### config.mk
export PLATFORM = sky130hd
export DESIGN_NAME = stms_core
export DESIGN_NICKNAME = d
export VERILOG_FILES = /design/src/pkg/stms_pkg.sv /design/src/hw/stms_core.sv
export SDC_FILE = /design/constraint.sdc
export NUM_CORES = 2
export LEC_CHECK = 0
export ABC_AREA = 1
export BUFFER_PORTS_ARGS = -buffer_cell sky130_fd_sc_hd__buf_4
export CAP_MARGIN = 15
export CORE_ASPECT_RATIO = 1.5
export CORE_MARGIN = 2
export CORE_UTILIZATION = 55
export CTS_CLUSTER_DIAMETER = 30
export DETAILED_ROUTE_END_ITERATION = 10
export MAX_ROUTING_LAYER = met4
export PLACE_DENSITY_LB_ADDON = 0.3
export RECOVER_POWER = 25
export SLEW_MARGIN = 10
export SYNTH_ARGS = -nofsm -noshare
export SYNTH_HDL_FRONTEND = slang
export SYNTH_SLANG_ARGS = --single-unit
### constraint.sdc
create_clock -name core_clk -period 18.1 [get_ports core_clk]
set_input_delay 2.715 -clock core_clk [delete_from_list [all_inputs] [get_ports core_clk]]
set_output_delay 2.715 -clock core_clk [all_outputs]
set_load 0.02 [all_outputs]
### src/pkg/stms_pkg.sv
package stms_pkg;
   // scaling: percent settings are stored in tenths of a percent
   localparam int STMS_ADC_W = 12;                // normalized input width
   localparam int STMS_VAL_W = 16;                // signed scaled value, 0.1 % units
   localparam logic [15:0] STMS_GAIN_MAX = 16'h2710;   // 1000.0 %
   localparam logic signed [15:0] STMS_BIAS_MAX = 16'sh03E8; // 100.0 %
   localparam logic signed [15:0] STMS_BIAS_MIN = -16'sh03E8; // -100.0 %
   localparam logic [15:0] STMS_GAIN_RST = 16'h03E8;   // 100.0 %
   localparam logic signed [15:0] STMS_BIAS_RST = 16'sh0000;
   localparam logic [15:0] STMS_TCAP_RST = 16'h07D0;   // 200.0 %
   // function codes
   localparam logic [7:0] STMS_FN_SWITCH = 8'h47;  // digital input code 71
   localparam logic [7:0] STMS_FN_TREF = 8'h13;    // analog code 13 (hex as set)
   localparam logic [7:0] STMS_FN_TCOMP = 8'h14;   // analog code 14 (hex as set)
   localparam int STMS_NUM_DI = 6;
   localparam int STMS_NUM_AI = 3;
   // hold delay
   localparam int STMS_DELAY_MAX_MS = 1000;
   localparam int STMS_CLK_MHZ = 250;
   localparam int STMS_CYC_PER_MS = STMS_CLK_MHZ * 1000;
   // register map (word index = byte address / 4)
   localparam logic [7:0] STMS_R_CTRL = 8'h00;     // bit0 control_select
   localparam logic [7:0] STMS_R_DELAY = 8'h04;    // switch_hold_delay in ms
   localparam logic [7:0] STMS_R_DIFN = 8'h08;     // inputs 1..4 function codes, 8 bits each
   localparam logic [7:0] STMS_R_GAIN0 = 8'h10;    // gain, per input +8*i
   localparam logic [7:0] STMS_R_BIAS0 = 8'h14;    // bias, per input +8*i
   localparam logic [7:0] STMS_R_AIFN = 8'h28;     // analog function codes, 8 bits each
   localparam logic [7:0] STMS_R_TCAP = 8'h2C;     // [15:0] forward cap, [31:16] reverse regen cap
   localparam logic [7:0] STMS_R_STAT = 8'h30;     // status
   localparam logic [7:0] STMS_R_DIFN2 = 8'h0C;    // inputs 5..6 function codes
   // control modes
   typedef enum logic [1:0] {
      STMS_SPEED = 2'b01,
      STMS_TORQUE = 2'b10
   } stms_mode_t;
   // register bus request
   typedef struct packed {
      logic [7:0] addr;
      logic [31:0] wdata;
      logic wr;
      logic rd;
   } stms_bus_t;
endpackage

### src/hw/stms_core.sv
// The implementer's own choices: the register addresses and the strobed register port.
`timescale 1ns/100ps
// How it works
// - three inputs each get gain 0..1000.0 % and bias -100..100 %, writable while running.
// - full-scale input maps to 100 percent times gain of max frequency or rated torque.
// - minimum input (0 V or 4 mA) maps to the bias level.
// - switching enabled only when a digital input has function code 71.
// - switching input off gives speed control, on gives torque control.
// - control select 0 is speed control, 1 is torque control.
// - control select changes refused while running.
// - mode change follows either input edge after 0 to 1000 ms delay.
// - delay applies only when function code 71 is assigned.
// - all three analog values freeze during the delay.
// - speed mode uses reference source, torque mode uses speed-limit source.
// - frequency reference and speed limit may share terminal 13 or 14.
// - torque-reference terminal is a torque limit in speed control.
// - torque-reference terminal is the torque reference in torque control.
// - in speed control, effective torque limit is the smaller of abs analog and parameter.
// - run off in speed control decelerates to stop.
// - run off in torque control drops to speed control then decelerates.
// - code 13 means torque reference, code 14 torque compensation on the other terminal.
module stms_core
   import stms_pkg::*;
#(
   parameter int ADC_W = STMS_ADC_W
) (
   input wire logic core_clk,
   input wire logic reset,
   input wire logic [7:0] reg_addr,
   input wire logic [31:0] reg_wdata,
   input wire logic reg_wr,
   input wire logic reg_rd,
   output logic [31:0] reg_rdata,
   input wire logic [STMS_NUM_DI-1:0] dig_in,
   input wire logic run_cmd,
   input wire logic [STMS_NUM_AI*ADC_W-1:0] ai_frac,
   input wire logic [1:0] ref_src_sel,
   input wire logic [1:0] spd_lim_sel,
   output logic torque_mode,
   output logic decel_stop,
   output logic signed [15:0] freq_ref,
   output logic signed [15:0] speed_limit,
   output logic signed [15:0] torque_ref,
   output logic signed [15:0] torque_comp,
   output logic [15:0] torque_limit
);
   // elaboration check: scaling keeps the top 16 bits of a 16 by ADC_W product
   if (ADC_W < 4 || ADC_W > 16) begin : g_bad_adc_w
      $error("ADC_W out of range");
   end

   localparam int DLY_W = 28;
   localparam logic [DLY_W-1:0] CYC_MS = DLY_W'(STMS_CYC_PER_MS);

   // software settings
   logic ctrl_sel_q;
   logic [15:0] dly_ms_q;
   logic [47:0] difn_q;
   logic [15:0] gain_q [STMS_NUM_AI];
   logic signed [15:0] bias_q [STMS_NUM_AI];
   logic [23:0] aifn_q;
   logic [15:0] fwd_cap_q, rev_cap_q;
   stms_bus_t bus;
   assign bus = '{addr: reg_addr, wdata: reg_wdata, wr: reg_wr, rd: reg_rd};

   // runtime state
   stms_mode_t mode_q, mode_d;
   logic sw_in_q;
   logic hold_q;
   logic [DLY_W-1:0] hold_cnt_q;
   logic [15:0] ms_cnt_q;
   logic running_q;
   logic [ADC_W-1:0] ai_hold_q [STMS_NUM_AI];

   // switching function assigned on any digital input
   logic [STMS_NUM_DI-1:0] fn_hit;
   genvar gi;
   generate
      for (gi = 0; gi < STMS_NUM_DI; gi++) begin : g_di
         assign fn_hit[gi] = (difn_q[gi*8 +: 8] == STMS_FN_SWITCH);
      end
   endgenerate
   wire sw_en = |fn_hit;
   wire sw_level = |(fn_hit & dig_in);
   wire sw_edge = sw_en && (sw_level != sw_in_q);
   wire want_torque = sw_en ? sw_level : ctrl_sel_q;
   wire hold_done = (ms_cnt_q >= dly_ms_q); // a delay shortened mid-hold still ends it

   // clamp helpers for settings writes
   wire [15:0] gain_wr = (reg_wdata[15:0] > STMS_GAIN_MAX) ? STMS_GAIN_MAX : reg_wdata[15:0];
   wire signed [15:0] bias_raw = reg_wdata[15:0];
   wire signed [15:0] bias_wr = (bias_raw > STMS_BIAS_MAX) ? STMS_BIAS_MAX :
                                (bias_raw < STMS_BIAS_MIN) ? STMS_BIAS_MIN : bias_raw;
   wire [15:0] dly_wr = (reg_wdata[15:0] > 16'(STMS_DELAY_MAX_MS)) ? 16'(STMS_DELAY_MAX_MS) : reg_wdata[15:0];

   // register writes; gain and bias accepted at any time
   always_ff @(posedge core_clk) begin
      if (reset) begin
         ctrl_sel_q <= 1'b0;
         dly_ms_q <= 16'h0000;
         difn_q <= 48'h0;
         aifn_q <= 24'h0;
         fwd_cap_q <= STMS_TCAP_RST;
         rev_cap_q <= STMS_TCAP_RST;
         for (int i = 0; i < STMS_NUM_AI; i++) begin
            gain_q[i] <= STMS_GAIN_RST;
            bias_q[i] <= STMS_BIAS_RST;
         end
      end else if (bus.wr) begin
         if (bus.addr == STMS_R_CTRL && !running_q) ctrl_sel_q <= bus.wdata[0];
         if (bus.addr == STMS_R_DELAY) dly_ms_q <= dly_wr;
         if (bus.addr == STMS_R_DIFN) difn_q[31:0] <= bus.wdata;
         if (bus.addr == STMS_R_DIFN2) difn_q[47:32] <= bus.wdata[15:0];
         if (bus.addr == STMS_R_AIFN) aifn_q <= bus.wdata[23:0];
         if (bus.addr == STMS_R_TCAP) begin
            fwd_cap_q <= bus.wdata[15:0];
            rev_cap_q <= bus.wdata[31:16];
         end
         for (int i = 0; i < STMS_NUM_AI; i++) begin
            if (bus.addr == STMS_R_GAIN0 + 8'(8*i)) gain_q[i] <= gain_wr;
            if (bus.addr == STMS_R_BIAS0 + 8'(8*i)) bias_q[i] <= bias_wr;
         end
      end
   end

   // mode sequencing with hold timer
   always_comb begin
      mode_d = mode_q;
      if (!run_cmd) mode_d = STMS_SPEED;
      else if (!hold_q && !sw_edge) mode_d = want_torque ? STMS_TORQUE : STMS_SPEED;
      else if (hold_q && hold_done) mode_d = want_torque ? STMS_TORQUE : STMS_SPEED;
   end

   always_ff @(posedge core_clk) begin
      if (reset) begin
         mode_q <= STMS_SPEED;
         sw_in_q <= 1'b0;
         hold_q <= 1'b0;
         hold_cnt_q <= '0;
         ms_cnt_q <= 16'h0000;
         running_q <= 1'b0;
      end else begin
         mode_q <= mode_d;
         sw_in_q <= sw_level;
         running_q <= run_cmd;
         if (sw_edge && dly_ms_q != 16'h0000) begin
            hold_q <= 1'b1;
            hold_cnt_q <= '0;
            ms_cnt_q <= 16'h0000;
         end else if (hold_q) begin
            if (hold_done) hold_q <= 1'b0;
            else if (hold_cnt_q == CYC_MS - 1'b1) begin
               hold_cnt_q <= '0;
               ms_cnt_q <= ms_cnt_q + 16'h0001;
            end else hold_cnt_q <= hold_cnt_q + 1'b1;
         end
      end
   end

   // analog sample hold and scaling per input
   logic signed [15:0] scaled [STMS_NUM_AI];
   generate
      for (gi = 0; gi < STMS_NUM_AI; gi++) begin : g_ai
         wire [ADC_W-1:0] raw = ai_frac[gi*ADC_W +: ADC_W];
         always_ff @(posedge core_clk) begin
            if (reset) ai_hold_q[gi] <= '0;
            else if (!hold_q) ai_hold_q[gi] <= raw;
         end
         // bias + gain * fraction, fraction = raw / full scale
         wire [ADC_W-1:0] use_v = hold_q ? ai_hold_q[gi] : raw;
         wire [ADC_W+15:0] prod = gain_q[gi] * use_v;
         wire signed [31:0] sum = 32'(signed'({1'b0, prod[ADC_W+15:ADC_W]})) + 32'(bias_q[gi]);
         assign scaled[gi] = (sum > 32'sd32767) ? 16'sh7FFF : (sum < -32'sd32768) ? -16'sh8000 : 16'(sum);
      end
   endgenerate

   // terminal roles: input 0 is terminal 13, 1 is terminal 16, 2 is terminal 14
   wire tref_t16 = (aifn_q[15:8] == STMS_FN_TREF);
   wire tref_t14 = (aifn_q[23:16] == STMS_FN_TREF) && !tref_t16;
   wire comp_t16 = (aifn_q[15:8] == STMS_FN_TCOMP) && !tref_t16;
   wire comp_t14 = (aifn_q[23:16] == STMS_FN_TCOMP) && !tref_t14;
   wire signed [15:0] tref_val = tref_t16 ? scaled[1] : scaled[2];
   wire tref_any = tref_t16 | tref_t14;
   wire is_torque = (mode_q == STMS_TORQUE);
   wire [15:0] tref_abs = tref_val[15] ? 16'(-tref_val) : 16'(tref_val);
   wire [15:0] par_cap = (fwd_cap_q < rev_cap_q) ? fwd_cap_q : rev_cap_q;
   wire [15:0] lim_d = (tref_any && !is_torque && tref_abs < par_cap) ? tref_abs : par_cap;
   // shared-terminal source select: 0 terminal 13, 1 terminal 14, else zero
   wire signed [15:0] fsrc = (ref_src_sel == 2'd0) ? scaled[0] : (ref_src_sel == 2'd1) ? scaled[2] : 16'sh0000;
   wire signed [15:0] lsrc = (spd_lim_sel == 2'd0) ? scaled[0] : (spd_lim_sel == 2'd1) ? scaled[2] : 16'sh0000;

   // registered outputs and bus read
   always_ff @(posedge core_clk) begin
      if (reset) begin
         torque_mode <= 1'b0;
         decel_stop <= 1'b0;
         freq_ref <= 16'sh0000;
         speed_limit <= 16'sh0000;
         torque_ref <= 16'sh0000;
         torque_comp <= 16'sh0000;
         torque_limit <= STMS_TCAP_RST;
         reg_rdata <= 32'h0;
      end else begin
         torque_mode <= is_torque;
         decel_stop <= !run_cmd && (running_q || decel_stop);
         freq_ref <= is_torque ? 16'sh0000 : fsrc;
         speed_limit <= is_torque ? lsrc : 16'sh0000;
         torque_ref <= (is_torque && tref_any) ? tref_val : 16'sh0000;
         torque_comp <= comp_t16 ? scaled[1] : comp_t14 ? scaled[2] : 16'sh0000;
         torque_limit <= lim_d;
         reg_rdata <= 32'h0;
         if (bus.rd) begin
            case (bus.addr)
               STMS_R_CTRL: reg_rdata <= {31'h0, ctrl_sel_q};
               STMS_R_DELAY: reg_rdata <= {16'h0, dly_ms_q};
               STMS_R_DIFN: reg_rdata <= difn_q[31:0];
               STMS_R_DIFN2: reg_rdata <= {16'h0, difn_q[47:32]};
               STMS_R_GAIN0: reg_rdata <= {16'h0, gain_q[0]};
               STMS_R_BIAS0: reg_rdata <= {16'h0, bias_q[0]};
               STMS_R_GAIN0 + 8'h08: reg_rdata <= {16'h0, gain_q[1]};
               STMS_R_BIAS0 + 8'h08: reg_rdata <= {16'h0, bias_q[1]};
               STMS_R_GAIN0 + 8'h10: reg_rdata <= {16'h0, gain_q[2]};
               STMS_R_BIAS0 + 8'h10: reg_rdata <= {16'h0, bias_q[2]};
               STMS_R_AIFN: reg_rdata <= {8'h0, aifn_q};
               STMS_R_TCAP: reg_rdata <= {rev_cap_q, fwd_cap_q};
               STMS_R_STAT: reg_rdata <= {28'h0, running_q, hold_q, sw_en, is_torque};
               default: reg_rdata <= 32'h0;
            endcase
         end
      end
   end
endmodule

Word level (Yosys, flattened, before mapping). Memory sizes are Yosys's and may differ from the RTL's. Index checks and enable logic that the tools add are counted.

Add/sub/neg operators: 6. Multipliers: 3. Magnitude comparators: 13. Eq/ne operators: 27. Muxes and demuxes: 70. Bitwise operators: 16. Reduce and logical (&&, ||, !) cells: 41.

Operators by type and width (number): 2-to-1 mux 16 bit (26); one-hot mux 32 bit (13 select lines) (1); multiplier 16 x 12 -> 28 bit (3); 2-to-1 mux 12 bit (6); equality test 8 x 5 -> 1 bit, second input constant (8); adder 17 x 16 -> 18 bit (3); greater-than comparator 18 x 16 -> 1 bit, second input constant (3); < comparator 18 x 16 -> 1 bit, second input constant (3); equality test 8 x 7 -> 1 bit, second input constant (6); equality test 8 x 6 -> 1 bit, second input constant (5); 2-to-1 mux 1 bit (33); < comparator 16 bit (2); adder 28 x 1 -> 28 bit, second input constant (1); equality test 28 x 18 -> 1 bit, second input constant (1); 2-to-1 mux 28 bit (1); adder 16 x 1 -> 16 bit, second input constant (1); equality test 8 x 4 -> 1 bit, second input constant (2); >= comparator 16 bit (1); greater-than comparator 16 x 10 -> 1 bit, second input constant (1); greater-than comparator 16 x 11 -> 1 bit, second input constant (1); greater-than comparator 16 x 14 -> 1 bit, second input constant (1); < comparator 16 x 11 -> 1 bit, second input constant (1); negator 16 bit (1); nonzero test 16 bit (1); other kinds (18) (64).

Register bits after elaboration: 284. RAM bits: 132. Bits of input ports: 91. Output and inout bits: 114. Word-level logic and storage cells: 200. Memories: 3.

Memory list: bias_q (words 3, bits a word 16, rd ports 3, clocked after memory_dff 0, wr ports 3, line stms_core.sv:60) `logic signed [15:0] bias_q [STMS_NUM_AI];`; gain_q (words 3, bits a word 16, rd ports 3, clocked after memory_dff 0, wr ports 3, line stms_core.sv:59) `logic [15:0] gain_q [STMS_NUM_AI];`; ai_hold_q (words 3, bits a word 12, rd ports 3, clocked after memory_dff 0, wr ports 3, line stms_core.sv:73) `logic [ADC_W-1:0] ai_hold_q [STMS_NUM_AI];`.

Longest topological paths before layout.
Word-level depth: 12. Depth in mapped cells: 64. Mapped depth without buffers: 61.

Least setup slack after synthesis. OpenSTA, ideal clock, no wires.

Kind: input-to-reg. Start: input port ai_frac[27]. End: register torque_limit[14]. Setup time: 0.119 ns. Data arrival time: 11.020 ns. Required time: 17.981 ns. Path slack: 6.961 ns. Stages on the path: 55. Buffers on the path: 2. Path through: inv_1 nand2_1 nand2_1 inv_1 clkbuf_1 nand2_1 fa_1 fa_1 inv_1 fa_1 fa_1 inv_1 fa_1 inv_1 ha_1 nand2_1 nor2_1 nand3_1 [19 not listed] nand2_1 inv_1 ha_1 nand3_1 o21ai_2 nand2_1 xor2_1 inv_1 ha_1 nand2_1 inv_1 o21ai_0 a21oi_1 a2111oi_1 buf_2 nand3_1 nand2_1 nor2_2.

Cells in the longest elaborated chain, start to end: 12. Elaborated cells on any way between the ends: 13. Classes of those cells: add/sub: 2; mul: 1; order compare: 3; mux: 6; reduce/logical: 1.

Ends and longest elaborated chain: start: declaration (line stms_core.sv:36) `input wire logic [STMS_NUM_AI*ADC_W-1:0] ai_frac,`; 2-to-1 mux 12 bit (*) (line stms_core.sv:170) `wire [ADC_W-1:0] use_v = hold_q ? ai_hold_q[gi] : raw;`; multiplier 16 x 12 -> 28 bit (*) (line stms_core.sv:171) `wire [ADC_W+15:0] prod = gain_q[gi] * use_v;`; adder 17 x 16 -> 18 bit (*) (line stms_core.sv:172) `wire signed [31:0] sum = 32'(signed'({1'b0, prod[ADC_W+15:ADC_W]})) + 32'(bias_q[gi]);`; < comparator 18 x 16 -> 1 bit (line stms_core.sv:173) `assign scaled[gi] = (sum > 32'sd32767) ? 16'sh7FFF : (sum < -32'sd32768) ? -16'sh8000 : 16'(sum);`; 2-to-1 mux 16 bit (line stms_core.sv:173); 2-to-1 mux 16 bit (*) (line stms_core.sv:173); 2-to-1 mux 16 bit (*) (line stms_core.sv:182) `wire signed [15:0] tref_val = tref_t16 ? scaled[1] : scaled[2];`; negator 16 bit (line stms_core.sv:185) `wire [15:0] tref_abs = tref_val[15] ? 16'(-tref_val) : 16'(tref_val);`; 2-to-1 mux 16 bit (*) (line stms_core.sv:185); < comparator 16 bit (line stms_core.sv:187) `wire [15:0] lim_d = (tref_any && !is_torque && tref_abs < par_cap) ? tref_abs : par_cap;`; logical AND 1 bit (line stms_core.sv:187); 2-to-1 mux 16 bit (*) (line stms_core.sv:187); end signal: assignment (line stms_core.sv:210) `torque_limit <= lim_d;`; end: declaration (line stms_core.sv:45) `output logic [15:0] torque_limit`.

Mark *: on every way between the ends. The rest lies on a longest branch, timed or not. A chain may end at the register's enable or synchronous reset.

Worst setup path after layout.
Start: input port ai_frac[23]. End: register torque_limit[4].

The elaborated chain is that of the path after synthesis.

==> summary.txt <==
Logic synthesis
  • Post-synth ARST share: 0%
  • Register bit total from synthesis: 416
  • Post-Syn Area: 38600 sq um
  • Synth top area share: 21.8%
  • Top area cells in the synthesized netlist: fa_1 22%, dfxtp_1 15%, nand2_1 11%
  • Post-synth top flop: dfxtp_1
  • Mean post-synth cell area: 7.81 sq um
  • Sequential area share after synthesis: 25.0%
  • Post-synthesis cell count: 4939
  • Synth unique cells: 62
  • EDFF count, synth: 132
  • Dominant cell type by area after synthesis: fa_1
  • Synth warn: 0

Placed design
  • Placed Area: 40900 sq um
  • Buffers on Ports: 204
  • Dpl hpwl: 101000 microns
  • Inst Count DP: 5924
  • Global placer's final weighted congestion: 1.04

Detailed routing
  • Vias/cell: 5.67
  • Post-DRT Antenna Nets: 0
  • DRT iter0 DRCs: 2888
  • Drt first pass iters: 6
  • Vias: 34392
  • Wire per inst: 20.8 microns
  • DRT Wirelength: 126000 microns
  • Drc violations: 0

Cells and area
  • Area of the multi-input gates: 24800 sq um
  • Layout area overhead: 11.6%
  • Finished Layout Cells: 6061
  • Layout cells sized above 1: 6.99%
  • Nets: 5891
  • Final Cell Area: 43100 sq um
  • Reg area: 9650 sq um
  • Fillers: 6248

Floorplanning
  • Cell row count: 119
  • Die height: 328 microns
  • Die X: 220 microns
  • Initial core utilization: 55.3%
  • Core footprint: 69800 sq um
  • Die footprint: 72300 sq um
  • Io pins: 205

Clocking
  • CTS Sinks: 416
  • Num CTS Buffers: 73
  • CTS tree: built
  • Root buffer cell: clkbuf_16
  • Clock latency on the worst-skew pair: 0.66 ns
  • Hold buffer count at cts: 0
  • H-tree depth: 3
  • CTS resizes: 0
  • Postcts setup bufs: 0
  • Clock-pin slew on the worst setup and hold paths: 0.05 ns
  • Longest Clk Path Bufs: 3

Global routing
  • Number of global-route vias before repair: 34706
  • Largest net degree at the start of global routing: 58
  • Gr ovfl total: 0
  • First-pass GRT wire length: 194000 microns
  • Total global-route track usage: 36.6%
  • Antenna violations before repair: 2

STA
  • Unrepaired setup endpoints after global routing: false
  • Max-slew violation count: 130
  • Worst-margin pin slew: 3.71 ns
  • Fin crit period: 12.95 ns
  • Max-slew headroom: -148%
  • Final hold vios: 0
  • Final worst-path cycle share: 71.6%
  • Achievable Freq: 0.0772 GHz
  • Final setup fails: 0
  • Sum of negative setup slack: 0 ns
  • Fin Clk Skew: 0.0395 ns

Critical path
  • Setup CP Type: in2reg
  • Crit path DAT: 13.39 ns
  • Setup crit start kind: input pin
  • CP Data Required Time: 18.54 ns
  • Crit end category: flip-flop
  • Max FO, Critical Path: 27
  • Most frequent CP cell: nand2_1
  • Crit-path max cell delay: 0.72 ns
  • Slowest-stage cell, CP: o21ai_1

Outcome
  • Failing checks: capacitance limit, slew limit
  • Status: finished with violations

Flow run
  • Max cap viols: 3

Hold path
  • Hold WC Path Type: reg2reg
==> sequential cells by signal, indices dropped and copies added (netlist names), 2 cells and up <==
name / count
difn_q: 48
speed_limit: 16
ms_cnt_q: 16
torque_limit: 16
freq_ref: 16
mode_q: 2
dly_ms_q: 16
reg_rdata: 32
fwd_cap_q: 16
rev_cap_q: 16
hold_cnt_q: 28
gain_q: 48
ai_hold_q: 36
bias_q: 48
torque_ref: 16
aifn_q: 24
torque_comp: 16
==> path summary, 6_finish.rpt <==
kind | slack [ns] | cells after the start | to | start
worst max-delay path | 5.15 | 51 | torque_limit[4] | ai_frac[23]
worst min-delay path | 0.46 | 2 | aifn_q[6] | aifn_q[6]
worst max register to register | 6.12 | 53 | torque_limit[4] | hold_q
worst min register to register | 0.46 | 2 | aifn_q[6] | aifn_q[6]
==> worst max-delay path: cells and delay by family <==
| family | cells | cell delay [ns] |
|---|---|---|
| AOI/OAI and AO/OA | 10 | 2.89 |
| xor gates and xnor gates | 2 | 0.67 |
| adders and majority gates | 9 | 3.51 |
| buffers and inverters | 10 | 1.13 |
| and+or+nand+nor | 20 | 2.48 |
==> placed cells by master, fill, tap and decap left out, types with 38 or more instances in the layout <==
cell | synthesis | routed
nand2_1 | 1095 | 1095
nor3_1 | 59 | 58
a21oi_1 | 345 | 345
or2_2 | 40 | 40
buf_4 | 2 | 125
nand3_1 | 139 | 139
dfxtp_1 | 284 | 284
a221oi_1 | 40 | 40
nor2_1 | 418 | 417
xnor2_1 | 38 | 38
clkbuf_1 | 128 | 124
edfxtp_1 | 132 | 132
inv_1 | 917 | 916
fa_1 | 420 | 420
ha_1 | 287 | 287
xor2_1 | 67 | 67
o21ai_0 | 227 | 221
clkbuf_16 | 0 | 76
==> through the flow <==
| step | worst slack [ns] | hold WS, ns | utilization, % |
|---|---|---|---|
| floorplan | 6.96 | 0.425 | - |
| global placement | 4.93 | 0.448 | 58.6 |
| detailed placement | 4.73 | 0.452 | 58.6 |
| CTS | 5.34 | 0.458 | 62.3 |
| global route | 4.39 | 0.481 | 61.7 |
| finish | 5.15 | 0.462 | 61.7 |
==> kinds of logic after synthesis <==
kind of cell    Yosys count  synth area share, %
compound gates          739                 10.7
xor+xnor                106                 2.43
fa+ha+maj               707                 31.1
buf+inv                1101                 10.8
flops                   416                 25.0
mux                       1               0.0259
other cells               1              0.00972
simple gates           1868                 19.9
==> final cells by class <==
cell class	instances	area share, %
well taps	907	2.64
flip-flops and latches	416	22.4
multi-input cells	3427	57.6
clock inverters	46	1.36
inverters	933	8.14
clock buffers	89	4.67
repair buffers	242	3.20
diodes	1	0.00581
==> routing by layer <==
layer  wire (microns)  vias to the layer above  global-route usage [%]
met2            61100                     1661                    60.1
met5                0                        -                       -
met1            44800                    16408                    41.5
li1                 -                    15842                       -
met4             9570                        0                    23.4
met3            10600                      481                    5.67
==> cells in the mapped netlist (all sizes together), types with 68 or more instances <==
cell / number
a21oi: 346
clkbuf: 128
dfxtp: 284
edfxtp: 132
fa: 420
ha: 287
inv: 924
nand2: 1130
nand3: 143
nor2: 423
o21ai: 243
xor2: 68
Power is not shown: default switching activity piles up to over one toggle a cycle in this logic, so the estimate is an artifact.
